<file path="src/pwsm_pkg.sv">
// package of constants and carriers for the power state machine
package pwsm_pkg;

  // sleep request field codes
  localparam logic [1:0] REQ_RUN   = 2'h0;
  localparam logic [1:0] REQ_IDLE  = 2'h1;
  localparam logic [1:0] REQ_SLEEP = 2'h2;
  localparam logic [1:0] REQ_RSVD  = 2'h3;

  // power state field codes
  localparam logic [2:0] ST_LOCK_WAIT = 3'h0;
  localparam logic [2:0] ST_RUN       = 3'h1;
  localparam logic [2:0] ST_IDLE_REQ  = 3'h2;
  localparam logic [2:0] ST_IDLE_ACK  = 3'h3;
  localparam logic [2:0] ST_SLEEP     = 3'h4;
  localparam logic [2:0] ST_DEEP      = 3'h5;

  // watchdog wake edge
  localparam logic [15:0] WDT_BEFORE = 16'h7FFF;
  localparam logic [15:0] WDT_AFTER  = 16'h8000;
  localparam int          WDT_MSB    = 15;

  // reset values and peripheral count
  localparam logic [1:0] RST_SLEEP_REQ = 2'h0;
  localparam logic       RST_DS_REQ    = 1'b0;
  localparam logic       RST_DS_RE     = 1'b0;
  localparam int         NUM_PERIPH    = 4;

  // wake cause codes
  typedef enum logic [1:0] {
    pwsm_cause_none_e,
    pwsm_cause_reset_e,
    pwsm_cause_wdt_e,
    pwsm_cause_irq_e
  } pwsm_cause_e;

  // wake event group
  typedef struct packed {
    logic irq;
    logic nmi_fall;
    logic wdt_nmi;
    logic hw_reset;
    logic sw_reset;
  } pwsm_wake_s;

  // clock and pin control group
  typedef struct packed {
    logic cpu_clk_en;
    logic mem_clk_en;
    logic pll_osc_en;
    logic pins_hold;
    logic inputs_disable;
    logic pins_to_reset;
    logic sys_reset;
  } pwsm_ctrl_s;

endpackage : pwsm_pkg

</file>
<file path="src/pwsm_periph_gate.sv">
// per-peripheral sleep response using its clock control bits
`timescale 1ns/100ps
module pwsm_periph_gate (
  // clock and reset
  input  wire logic clock_in,
  input  wire logic rst_b_in,
  // control
  input  wire logic sleep_in,
  input  wire logic sleep_disable_bit_in,
  input  wire logic fast_shutoff_bit_in,
  input  wire logic bus_busy_in,
  input  wire logic op_busy_in,
  // result
  output logic      clk_en_out,
  output logic      abort_out
);
  typedef struct packed {
    logic clk_en;
    logic abort;
  } pwsm_pg_s;

  pwsm_pg_s st_ff, nxt_st;

  // decide clock gate each cycle
  always_comb begin
    nxt_st = st_ff;
    nxt_st.abort = 1'b0;
    if (!sleep_in || sleep_disable_bit_in) begin
      nxt_st.clk_en = 1'b1;
    end else if (fast_shutoff_bit_in) begin
      nxt_st.abort  = st_ff.clk_en && op_busy_in;
      nxt_st.clk_en = bus_busy_in;
    end else begin
      nxt_st.clk_en = bus_busy_in || op_busy_in;
    end
  end

  // state register
  always_ff @(posedge clock_in or negedge rst_b_in) begin
    if (!rst_b_in) begin
      st_ff <= '{clk_en: 1'b1, abort: 1'b0};
    end else begin
      st_ff <= nxt_st;
    end
  end

  assign clk_en_out = st_ff.clk_en;
  assign abort_out  = st_ff.abort;
endmodule : pwsm_periph_gate

</file>
<file path="src/pwsm_power_state_machine.sv">
// power state machine: run, idle, sleep and deep sleep control
// Overview of operation
// - Writing 01 to the sleep request field requests idle mode.
// - Idle request goes to CPU; after acknowledge CPU and memory clocks stop.
// - Memory bus access during idle wakes memories until transaction ends.
// - Enabled irq, NMI, watchdog, hardware or software reset return to run.
// - Watchdog counter 7FFF to 8000 in idle raises an NMI trap request.
// - Wake cause chooses reset sequence, resume, or vector to handler.
// - Writing 10 to the sleep request field requests sleep mode.
// - Sleep broadcast only after the CPU idle acknowledge.
// - Peripheral with sleep disable set ignores the sleep broadcast.
// - Enabled peripheral finishes bus transaction, then suspends.
// - Fast shut-off aborts operations, clock stops when the bus is idle; else operations finish first.
// - Sleep ends on idle wake events; peripherals resume run operation.
// - Deep sleep requested by setting the separate deep sleep request bit.
// - Deep sleep register writable only while init end bit is clear.
// - Deep entry: CPU handshake, sleep broadcast, then clocks, PLL, osc off.
// - In deep sleep pins hold their values; DRAM is not refreshed.
// - Deep sleep ends only on power-on reset or NMI pin falling edge.
// - Power-on wake waits for PLL lock and power-on reset release.
// - Pin wake with reset enable set resets device and port pins.
// - Pin wake with reset enable clear resumes without PLL lock.
// - In deep sleep outputs hold; inputs disabled only if reset enable set.
// - Sleep request field cleared on irq, deep wake, or watchdog bit 15 rise.
// - Deep sleep request bit cleared by hardware on deep sleep wake.
// - Three-bit state field reports lock wait, run, idle, sleep, deep.
`timescale 1ns/100ps
module pwsm_power_state_machine #(
  parameter int NUM_PERIPH = pwsm_pkg::NUM_PERIPH
) (
  // clock and reset
  input  wire logic                  clock_in,
  input  wire logic                  rst_b_in,
  // external pins, asynchronous
  input  wire logic                  power_on_reset_b_in,
  input  wire logic                  hardware_reset_b_in,
  input  wire logic                  nmi_b_in,
  // software writes
  input  wire logic                  sleep_req_wr_in,
  input  wire logic [1:0]            sleep_req_data_in,
  input  wire logic                  deep_ctrl_wr_in,
  input  wire logic                  deep_req_data_in,
  input  wire logic                  deep_reset_en_data_in,
  input  wire logic                  init_end_bit_in,
  input  wire logic                  sw_reset_req_in,
  // system events
  input  wire logic                  irq_enabled_in,
  input  wire logic [15:0]           watchdog_counter_in,
  input  wire logic                  pll_lock_flag_in,
  input  wire logic                  pll_clock_ok_in,
  // cpu handshake
  input  wire logic                  cpu_idle_ack_in,
  input  wire logic                  mem_access_in,
  // peripherals
  input  wire logic [NUM_PERIPH-1:0] sleep_disable_bit_in,
  input  wire logic [NUM_PERIPH-1:0] fast_shutoff_bit_in,
  input  wire logic [NUM_PERIPH-1:0] periph_bus_busy_in,
  input  wire logic [NUM_PERIPH-1:0] periph_op_busy_in,
  // status
  output logic [1:0]                 sleep_request_field_out,
  output logic                       deep_sleep_request_bit_out,
  output logic                       deep_sleep_reset_enable_bit_out,
  output logic [2:0]                 power_state_field_out,
  // control outputs
  output logic                       cpu_idle_req_out,
  output logic                       sleep_broadcast_out,
  output logic                       wdt_nmi_req_out,
  output pwsm_pkg::pwsm_cause_e      wake_cause_out,
  output pwsm_pkg::pwsm_ctrl_s       ctrl_out,
  output logic [NUM_PERIPH-1:0]      periph_clk_en_out,
  output logic [NUM_PERIPH-1:0]      periph_abort_out
);
  initial begin
    if (NUM_PERIPH < 1) begin
      $error("NUM_PERIPH must be at least one");
    end
  end

  typedef enum logic [2:0] {
    pwsm_lock_wait_e,
    pwsm_run_e,
    pwsm_idle_req_e,
    pwsm_idle_ack_e,
    pwsm_sleep_e,
    pwsm_deep_e
  } pwsm_state_e;

  typedef struct packed {
    pwsm_state_e           state;
    logic [1:0]            sleep_req;
    logic                  ds_req;
    logic                  ds_re;
    logic                  ds_pending;
    logic                  wr_seen;
    logic                  sleep_goal;
    logic [2:0]            pin_s1;
    logic [2:0]            pin_s2;
    logic                  nmi_d;
    logic                  wdt_msb_d;
    logic [15:0]           wdt_d;
    logic                  wdt_nmi;
    logic                  bcast;
    logic                  idle_req;
    pwsm_pkg::pwsm_cause_e cause;
    pwsm_pkg::pwsm_ctrl_s  ctrl;
    logic [2:0]            st_code;
  } pwsm_all_s;

  pwsm_all_s  st_ff, nxt_st;
  pwsm_pkg::pwsm_wake_s wake;
  logic       por_b_s, hdr_b_s, nmi_b_s;

  // map a state to its reported code
  function automatic logic [2:0] state_code(input pwsm_state_e s);
    unique case (s)
      pwsm_lock_wait_e: state_code = pwsm_pkg::ST_LOCK_WAIT;
      pwsm_run_e:       state_code = pwsm_pkg::ST_RUN;
      pwsm_idle_req_e:  state_code = pwsm_pkg::ST_IDLE_REQ;
      pwsm_idle_ack_e:  state_code = pwsm_pkg::ST_IDLE_ACK;
      pwsm_sleep_e:     state_code = pwsm_pkg::ST_SLEEP;
      pwsm_deep_e:      state_code = pwsm_pkg::ST_DEEP;
      default:          state_code = pwsm_pkg::ST_LOCK_WAIT;
    endcase
  endfunction : state_code

  // synchronised pin levels, read only from the second stage
  assign por_b_s = st_ff.pin_s2[0];
  assign hdr_b_s = st_ff.pin_s2[1];
  assign nmi_b_s = st_ff.pin_s2[2];

  // wake events gathered
  always_comb begin
    wake.irq      = irq_enabled_in;
    wake.nmi_fall = st_ff.nmi_d && !nmi_b_s;
    wake.wdt_nmi  = st_ff.wdt_nmi;
    wake.hw_reset = !hdr_b_s;
    wake.sw_reset = sw_reset_req_in;
  end

  // next state
  always_comb begin
    logic any_wake;
    logic wdt_edge;
    logic msb_rise;
    any_wake = 1'b0;
    wdt_edge = 1'b0;
    msb_rise = 1'b0;
    nxt_st = st_ff;
    nxt_st.pin_s1 = {nmi_b_in, hardware_reset_b_in, power_on_reset_b_in};
    nxt_st.pin_s2 = st_ff.pin_s1;
    nxt_st.nmi_d = nmi_b_s;
    nxt_st.wdt_d = watchdog_counter_in;
    nxt_st.wdt_msb_d = watchdog_counter_in[pwsm_pkg::WDT_MSB];
    nxt_st.wdt_nmi = 1'b0;
    wdt_edge = (st_ff.wdt_d == pwsm_pkg::WDT_BEFORE)
            && (watchdog_counter_in == pwsm_pkg::WDT_AFTER);
    msb_rise = !st_ff.wdt_msb_d
            && watchdog_counter_in[pwsm_pkg::WDT_MSB];
    if (wdt_edge && st_ff.state != pwsm_run_e
        && st_ff.state != pwsm_deep_e) begin
      nxt_st.wdt_nmi = 1'b1;
    end
    any_wake = wake.irq || wake.nmi_fall || wake.wdt_nmi
            || wake.hw_reset || wake.sw_reset;

    // software writes; hardware clears below win over them
    if (sleep_req_wr_in) begin
      nxt_st.sleep_req = sleep_req_data_in;
    end
    if (deep_ctrl_wr_in && !init_end_bit_in) begin
      nxt_st.ds_pending = deep_req_data_in;
      nxt_st.ds_re      = deep_reset_en_data_in;
      nxt_st.wr_seen    = 1'b1;
    end
    if (st_ff.wr_seen && init_end_bit_in) begin
      nxt_st.ds_req  = st_ff.ds_pending;
      nxt_st.wr_seen = 1'b0;
    end
    if (st_ff.state inside {pwsm_idle_req_e, pwsm_idle_ack_e,
        pwsm_sleep_e} && (wake.irq || msb_rise)) begin
      nxt_st.sleep_req = pwsm_pkg::REQ_RUN;
    end

    nxt_st.cause = pwsm_pkg::pwsm_cause_none_e;
    nxt_st.ctrl.sys_reset = 1'b0;

    unique case (st_ff.state)
      pwsm_lock_wait_e: begin
        nxt_st.ctrl = '{cpu_clk_en: 1'b0, mem_clk_en: 1'b0,
                        pll_osc_en: 1'b1, pins_hold: 1'b0,
                        inputs_disable: 1'b0, pins_to_reset: 1'b1,
                        sys_reset: 1'b1};
        if (pll_lock_flag_in && por_b_s) begin
          nxt_st.state = pwsm_run_e;
          nxt_st.ctrl.cpu_clk_en = 1'b1;
          nxt_st.ctrl.mem_clk_en = 1'b1;
          nxt_st.ctrl.pins_to_reset = 1'b0;
          nxt_st.ctrl.sys_reset = 1'b0;
        end
      end
      pwsm_run_e: begin
        nxt_st.ctrl.cpu_clk_en = 1'b1;
        nxt_st.ctrl.mem_clk_en = 1'b1;
        nxt_st.bcast = 1'b0;
        if (st_ff.ds_req) begin
          nxt_st.state = pwsm_idle_req_e;
          nxt_st.sleep_goal = 1'b1;
        end else if (st_ff.sleep_req == pwsm_pkg::REQ_IDLE
                  || st_ff.sleep_req == pwsm_pkg::REQ_SLEEP) begin
          nxt_st.state = pwsm_idle_req_e;
          nxt_st.sleep_goal = st_ff.sleep_req == pwsm_pkg::REQ_SLEEP;
        end
      end
      pwsm_idle_req_e: begin
        if (any_wake) begin
          nxt_st.state = pwsm_run_e;
        end else if (cpu_idle_ack_in) begin
          nxt_st.ctrl.cpu_clk_en = 1'b0;
          nxt_st.ctrl.mem_clk_en = mem_access_in;
          nxt_st.state = st_ff.sleep_goal ? pwsm_sleep_e
                                          : pwsm_idle_ack_e;
          nxt_st.bcast = st_ff.sleep_goal;
        end
      end
      pwsm_idle_ack_e, pwsm_sleep_e: begin
        nxt_st.ctrl.mem_clk_en = mem_access_in;
        if (any_wake) begin
          nxt_st.state = pwsm_run_e;
          nxt_st.bcast = 1'b0;
          nxt_st.ctrl.cpu_clk_en = 1'b1;
          nxt_st.ctrl.mem_clk_en = 1'b1;
          nxt_st.sleep_req = pwsm_pkg::REQ_RUN;
        end else if (st_ff.state == pwsm_sleep_e && st_ff.ds_req) begin
          nxt_st.state = pwsm_deep_e;
          nxt_st.ctrl.mem_clk_en = 1'b0;
          nxt_st.ctrl.pll_osc_en = 1'b0;
          nxt_st.ctrl.pins_hold = 1'b1;
          nxt_st.ctrl.inputs_disable = st_ff.ds_re;
        end
      end
      pwsm_deep_e: begin
        if (!por_b_s || wake.nmi_fall) begin
          nxt_st.ds_req = 1'b0;
          nxt_st.sleep_req = pwsm_pkg::REQ_RUN;
          nxt_st.bcast = 1'b0;
          nxt_st.ctrl.pll_osc_en = 1'b1;
          if (!por_b_s || st_ff.ds_re) begin
            nxt_st.state = pwsm_lock_wait_e;
            nxt_st.ctrl.pins_hold = 1'b0;
            nxt_st.ctrl.inputs_disable = 1'b0;
            nxt_st.ctrl.pins_to_reset = 1'b1;
            nxt_st.ctrl.sys_reset = 1'b1;
          end else begin
            nxt_st.state = pwsm_run_e;
            nxt_st.ctrl.cpu_clk_en = 1'b1;
            nxt_st.ctrl.mem_clk_en = 1'b1;
            nxt_st.ctrl.inputs_disable = 1'b0;
            nxt_st.cause = pwsm_pkg::pwsm_cause_irq_e;
          end
        end
      end
    endcase

    // pins hold after fast wake until software releases them
    if (st_ff.state == pwsm_run_e && sleep_req_wr_in) begin
      nxt_st.ctrl.pins_hold = 1'b0;
    end

    // wake cause tells the CPU how to resume
    if (st_ff.state inside {pwsm_idle_req_e, pwsm_idle_ack_e,
        pwsm_sleep_e} && any_wake) begin
      if (wake.hw_reset || wake.sw_reset) begin
        nxt_st.cause = pwsm_pkg::pwsm_cause_reset_e;
        nxt_st.ctrl.sys_reset = 1'b1;
      end else if (wake.irq || wake.nmi_fall) begin
        nxt_st.cause = pwsm_pkg::pwsm_cause_irq_e;
      end else begin
        nxt_st.cause = pwsm_pkg::pwsm_cause_wdt_e;
      end
    end
    nxt_st.st_code = state_code(nxt_st.state);
    nxt_st.idle_req = nxt_st.state == pwsm_idle_req_e;
  end

  // state register
  always_ff @(posedge clock_in or negedge rst_b_in) begin
    if (!rst_b_in) begin
      st_ff <= '{state: pwsm_lock_wait_e,
                 sleep_req: pwsm_pkg::RST_SLEEP_REQ,
                 ds_req: pwsm_pkg::RST_DS_REQ,
                 ds_re: pwsm_pkg::RST_DS_RE,
                 ctrl: '{pll_osc_en: 1'b1, pins_to_reset: 1'b1,
                         sys_reset: 1'b1, default: 1'b0},
                 pin_s1: 3'h0, pin_s2: 3'h0,
                 st_code: pwsm_pkg::ST_LOCK_WAIT,
                 cause: pwsm_pkg::pwsm_cause_none_e,
                 wdt_d: 16'h0000,
                 default: 1'b0};
    end else begin
      st_ff <= nxt_st;
    end
  end

  // per-peripheral sleep responses
  for (genvar i = 0; i < NUM_PERIPH; i++) begin : g_periph
    pwsm_periph_gate u_gate (
      .clock_in             (clock_in),
      .rst_b_in             (rst_b_in),
      .sleep_in             (st_ff.bcast),
      .sleep_disable_bit_in (sleep_disable_bit_in[i]),
      .fast_shutoff_bit_in  (fast_shutoff_bit_in[i]),
      .bus_busy_in          (periph_bus_busy_in[i]),
      .op_busy_in           (periph_op_busy_in[i]),
      .clk_en_out           (periph_clk_en_out[i]),
      .abort_out            (periph_abort_out[i])
    );
  end

  // outputs from registers
  assign sleep_request_field_out         = st_ff.sleep_req;
  assign deep_sleep_request_bit_out      = st_ff.ds_req;
  assign deep_sleep_reset_enable_bit_out = st_ff.ds_re;
  assign power_state_field_out           = st_ff.st_code;
  assign cpu_idle_req_out                = st_ff.idle_req;
  assign sleep_broadcast_out             = st_ff.bcast;
  assign wdt_nmi_req_out                 = st_ff.wdt_nmi;
  assign wake_cause_out                  = st_ff.cause;
  assign ctrl_out                        = st_ff.ctrl;
endmodule : pwsm_power_state_machine

</file>
<file path="config.mk">
export PLATFORM = sky130hd
export DESIGN_NAME = pwsm_power_state_machine
export DESIGN_NICKNAME = d
export VERILOG_FILES = /design/src/pwsm_pkg.sv /design/src/pwsm_periph_gate.sv /design/src/pwsm_power_state_machine.sv
export SDC_FILE = /design/constraint.sdc
export NUM_CORES = 1
export LEC_CHECK = 0
export ABC_AREA = 0
export BUFFER_PORTS_ARGS = -buffer_cell sky130_fd_sc_hd__buf_2
export CORE_ASPECT_RATIO = 0.9
export CORE_UTILIZATION = 46
export DETAILED_ROUTE_END_ITERATION = 12
export GPL_ROUTABILITY_DRIVEN = 0
export PLACE_DENSITY = 0.74
export SLEW_MARGIN = 20
export SYNTH_ARGS = -nofsm -noshare
export SYNTH_HDL_FRONTEND = slang
export SYNTH_SLANG_ARGS = --single-unit
</file>
<file path="constraint.sdc">
create_clock -name clock_in -period 1.4 [get_ports clock_in]
set_clock_uncertainty 0.05 [all_clocks]
set_input_delay 0.14 -clock clock_in [delete_from_list [all_inputs] [get_ports clock_in]]
set_output_delay 0.14 -clock clock_in [all_outputs]
set_load 0.05 [all_outputs]
</file>
==> impl_results.md <==
- Final max-slew violation count: 0
- CTS root buffer: clkbuf_8
- Post-synthesis mux area share: ~2.8%
- RSZ-0062 raised after global routing: true
- Sequential power share: 34.5%
- Ys flop type: dfrtp_1
- Classification of the worst setup path: flip-flop to flip-flop
- Stages on the worst setup path: 5
- Sink Count: 56
- Reg clk slew, reported paths: roughly 0.1 ns
- Global-route wire length before repair: 10,400 um
- #FFs+latches synth: 56
- Die Span Y: 73.6 um
- # rows: 25
- Hold Slack: -0.00689 ns
- FF-to-FF Start: st_ff[46]
- DR vias: 2,382
- Most common library cell in the layout ignoring fill and taps: buf_2
- Critical path buffer and inverter count: 1
- Dpl hpwl: roughly 4200 um
- Die area: around 0.006 mm2
- Grt ovf: 0
- Worst-Skew Late Latency: 0.32 ns
- Drt pass-1 iters: 4
- Int Pwr: 0.00353 W
- Sequential share of the synthesized area: 53.8%
- Share of layout cells above drive strength 1: approximately half
- Combinational share of power: 50.1%
- Post-synth EDFFs: 0
- Most frequent cells in the layout: 75 x buf_2, 44 x dfrtp_1, 32 x dlygate4sd3_1, 32 x buf_4
- Synth Area in Compound Gates: 13.6%
- Distinct cell type count after synthesis: 52
- Crit. End Element: flip-flop
- Ant. Diodes: 0
- Simple-gate share of the synthesized area: between 10% and 20%
- Leak pwr: between 1.5 and 2 nW
- Largest net degree at the start of global routing: 57
- Largest family of logic cells by synthesized area: simple AND/OR/NAND/NOR gates
- I/O Buffers: 75
- P_sw: around 0.0025 W
- Post-route minimum period: approximately 1.5 ns
- Data required, critical path: approximately 1.6 ns
- Final Cycle Share: 108%
- Final Hold Viols: 2
- Maximum clock path buffer count: 2
- WP data arrival: 1.67 ns
- Layout area overhead: 46.9%
- Final worst slack: -0.110 ns
- Clock power share: 15.4%
- Routed Antenna Nets: 0
- Cell Area, Synth: 0.00262 mm2
- Number of buffers created by CTS: 5
- Crit-path slowest cell: dfrtp_2
- Max-cap violation count: 0
- Peak per-stage delay on the critical path: around 0.49 ns
- Total routed wirelength: 7540 um
- Max-slew headroom: 76.9%
- Max IR drop VDD: about 1.1 mV
- Horiz. Die Dim: approximately 82 um
- CP top delay family: flip-flops
- Reg-to-reg critical path endpoint: ctrl_out[5]
- Vias in the first global route: 2,311
- Cells after Synth: 244
- Setup slack, reg-to-reg: -0.11 ns
- CP cell instances: buf_4 > o21ai_2 > a22o_4 > o311ai_1 > mux2_4
- Max Fclk: 662 MHz
- Via density: 5.44
- Post-Synth XOR/XNOR Area: 0%
- Failing checks: negative hold slack, negative setup slack
- All-Layer GR Usage: between 20% and 30%
- Status: finished, violations left
- Crit path max fanout: 6
- Syn Area/Cell: 10.7 um2
- Worst reg2reg path depth: 5
- Cell Pwr Density: 1560 mW/mm2
- DRC Markers: 0
- Hold Path Stages: 3
- Worst-Margin Slew: 0.346 ns
- Initial Util: about half
- Area share of fa/ha/maj cells after synthesis: less than 1%
- # H-tree levels: 2
- Initial antenna violation count: 0
- HP Start: periph_op_busy_in[3]
- Sw Ratio: 41.0%
- Hold Path Class: primary input to flip-flop
- Worst setup SP type: flip-flop
- Setup TNS Final: -0.749 ns
- Syn nets: 295
- CTS tree: done
- Setup-failing EPs final: 13
- I/O pin cnt: 77
- Number of DRC markers in iteration 0: 209
- Place WS: -0.162 ns
- Ys Warns: 0
- Drt wl/cell: 17.2 um
- Final nets: 421
- Hold EP: g_periph[3].u_gate.clk_en_out
- Core area: approximately 0.0054 mm2
- Async SR Flop Fraction: 100%
-- cell usage after synthesis (3+ instances only) --
cell / instances / share of area [%]
nand3_1: 8 / 1.5
nor4_1: 5 / 1.2
a31oi_1: 5 / 1.2
a21oi_1: 9 / 1.7
dfstp_2: 7 / 7.0
inv_1: 9 / 1.3
dfrtp_1: 49 / 47
mux2i_1: 4 / 1.5
o21ai_0: 16 / 3.1
o22a_1: 3 / 1.0
nand2b_1: 8 / 1.9
o22ai_1: 3 / 0.72
nor2_1: 16 / 2.3
mux2_2: 3 / 1.3
nand4_1: 3 / 0.72
nor2b_1: 4 / 0.96
nand4b_1: 3 / 1.0
nor3_1: 5 / 0.96
nand2_1: 18 / 2.6
buf_4: 26 / 7.5
-- layout make-up --
cell class	count	area [um2]
flip-flops and latches	56	1420
clock buffers	5	68.8
well taps	67	83.8
inverters	10	40.0
multi-input cells	148	1150
repair buffers	149	1060
clock inverters	3	27.5
fillers	361	1530
-- cell families (layout without fill, tap and decap cells) --
logic type	count (synthesis)	after routing
AO/OA/AOI/OAI	53	53
adder cells (fa/ha/maj)	1	1
buffers and inverters	41	167
flip-flops	56	56
multiplexers	7	7
AND/OR/NAND/NOR	86	87
-- power groups by stage --
stage | logic, W | clock network, W | registers, W
after floorplan | 0.00165 | 0 | 0.00209
after global placement | 0.00227 | 0 | 0.00206
after detailed placement | 0.00229 | 0 | 0.00206
after CTS | 0.00258 | 0.000938 | 0.00204
after global routing | 0.00315 | 0.00101 | 0.00208
final | 0.00300 | 0.000923 | 0.00206
-- worst max-delay path by stage --
stage | to | from | slack, ns
6_report | ctrl_out[5] | st_ff[46] | -0.11
5_1_grt | st_ff[46] | nmi_b_s | -0.15
4_1_cts | ctrl_out[5] | st_ff[32] | -0.09
3_5_place_dp | ctrl_out[5] | wdt_nmi_req_out | -0.16
3_3_place_gp | ctrl_out[5] | wdt_nmi_req_out | -0.11
2_1_floorplan | ctrl_out[5] | wdt_nmi_req_out | -0.13
-- timing repair --
action                                  4_1_cts  5_1_grt
endpoints found under the hold margin        76        0
buffers inserted                              2        6
hold buffers                                 32        0
pin swaps                                    12       18
endpoints found under the setup margin       17       17
resized for setup                            27       33
gates cloned                                  0        1
-- sequential cells by signal, summed over array words and instances, names as in the netlist --
register	cells
st_ff	23
ctrl_out	7
g_periph.u_gate.abort_out	4
g_periph.u_gate.clk_en_out	4
nxt_st	3
power_state_field_out	3
sleep_request_field_out	2
wake_cause_out	2
cpu_idle_req_out	1
deep_sleep_request_bit_out	1
deep_sleep_reset_enable_bit_out	1
hdr_b_s	1
nmi_b_s	1
por_b_s	1
sleep_broadcast_out	1
wdt_nmi_req_out	1
-- worst register-to-register path, delay by kind of cell (launching register included) --
family | cells | cell delay, ns
AO/OA/AOI/OAI | 3 | 0.42
buffers and inverters | 1 | 0.19
flip-flops | 1 | 0.49
multiplexers | 1 | 0.27
-- metrics by stage --
step | utilization [%] | std cells | total power [W] | cell area, um2
floorplan | - | 244 | 0.00374 | 2630
global placement | 58.0 | 389 | 0.00432 | 3120
detailed placement | 58.0 | 389 | 0.00435 | 3120
CTS | 68.0 | 431 | 0.00556 | 3660
global route | 71.5 | 438 | 0.00624 | 3850
finish | 71.5 | 438 | 0.00598 | 3850
-- routing by layer --
metal	vias up	global-route usage (%)	routed length [um]
li1	1092	-	-
met2	110	41.5	4040
met3	24	4.22	426
met4	0	7.54	259
met1	1156	27.9	2810
met5	-	0	0
Power figures use the tool's default switching activity.
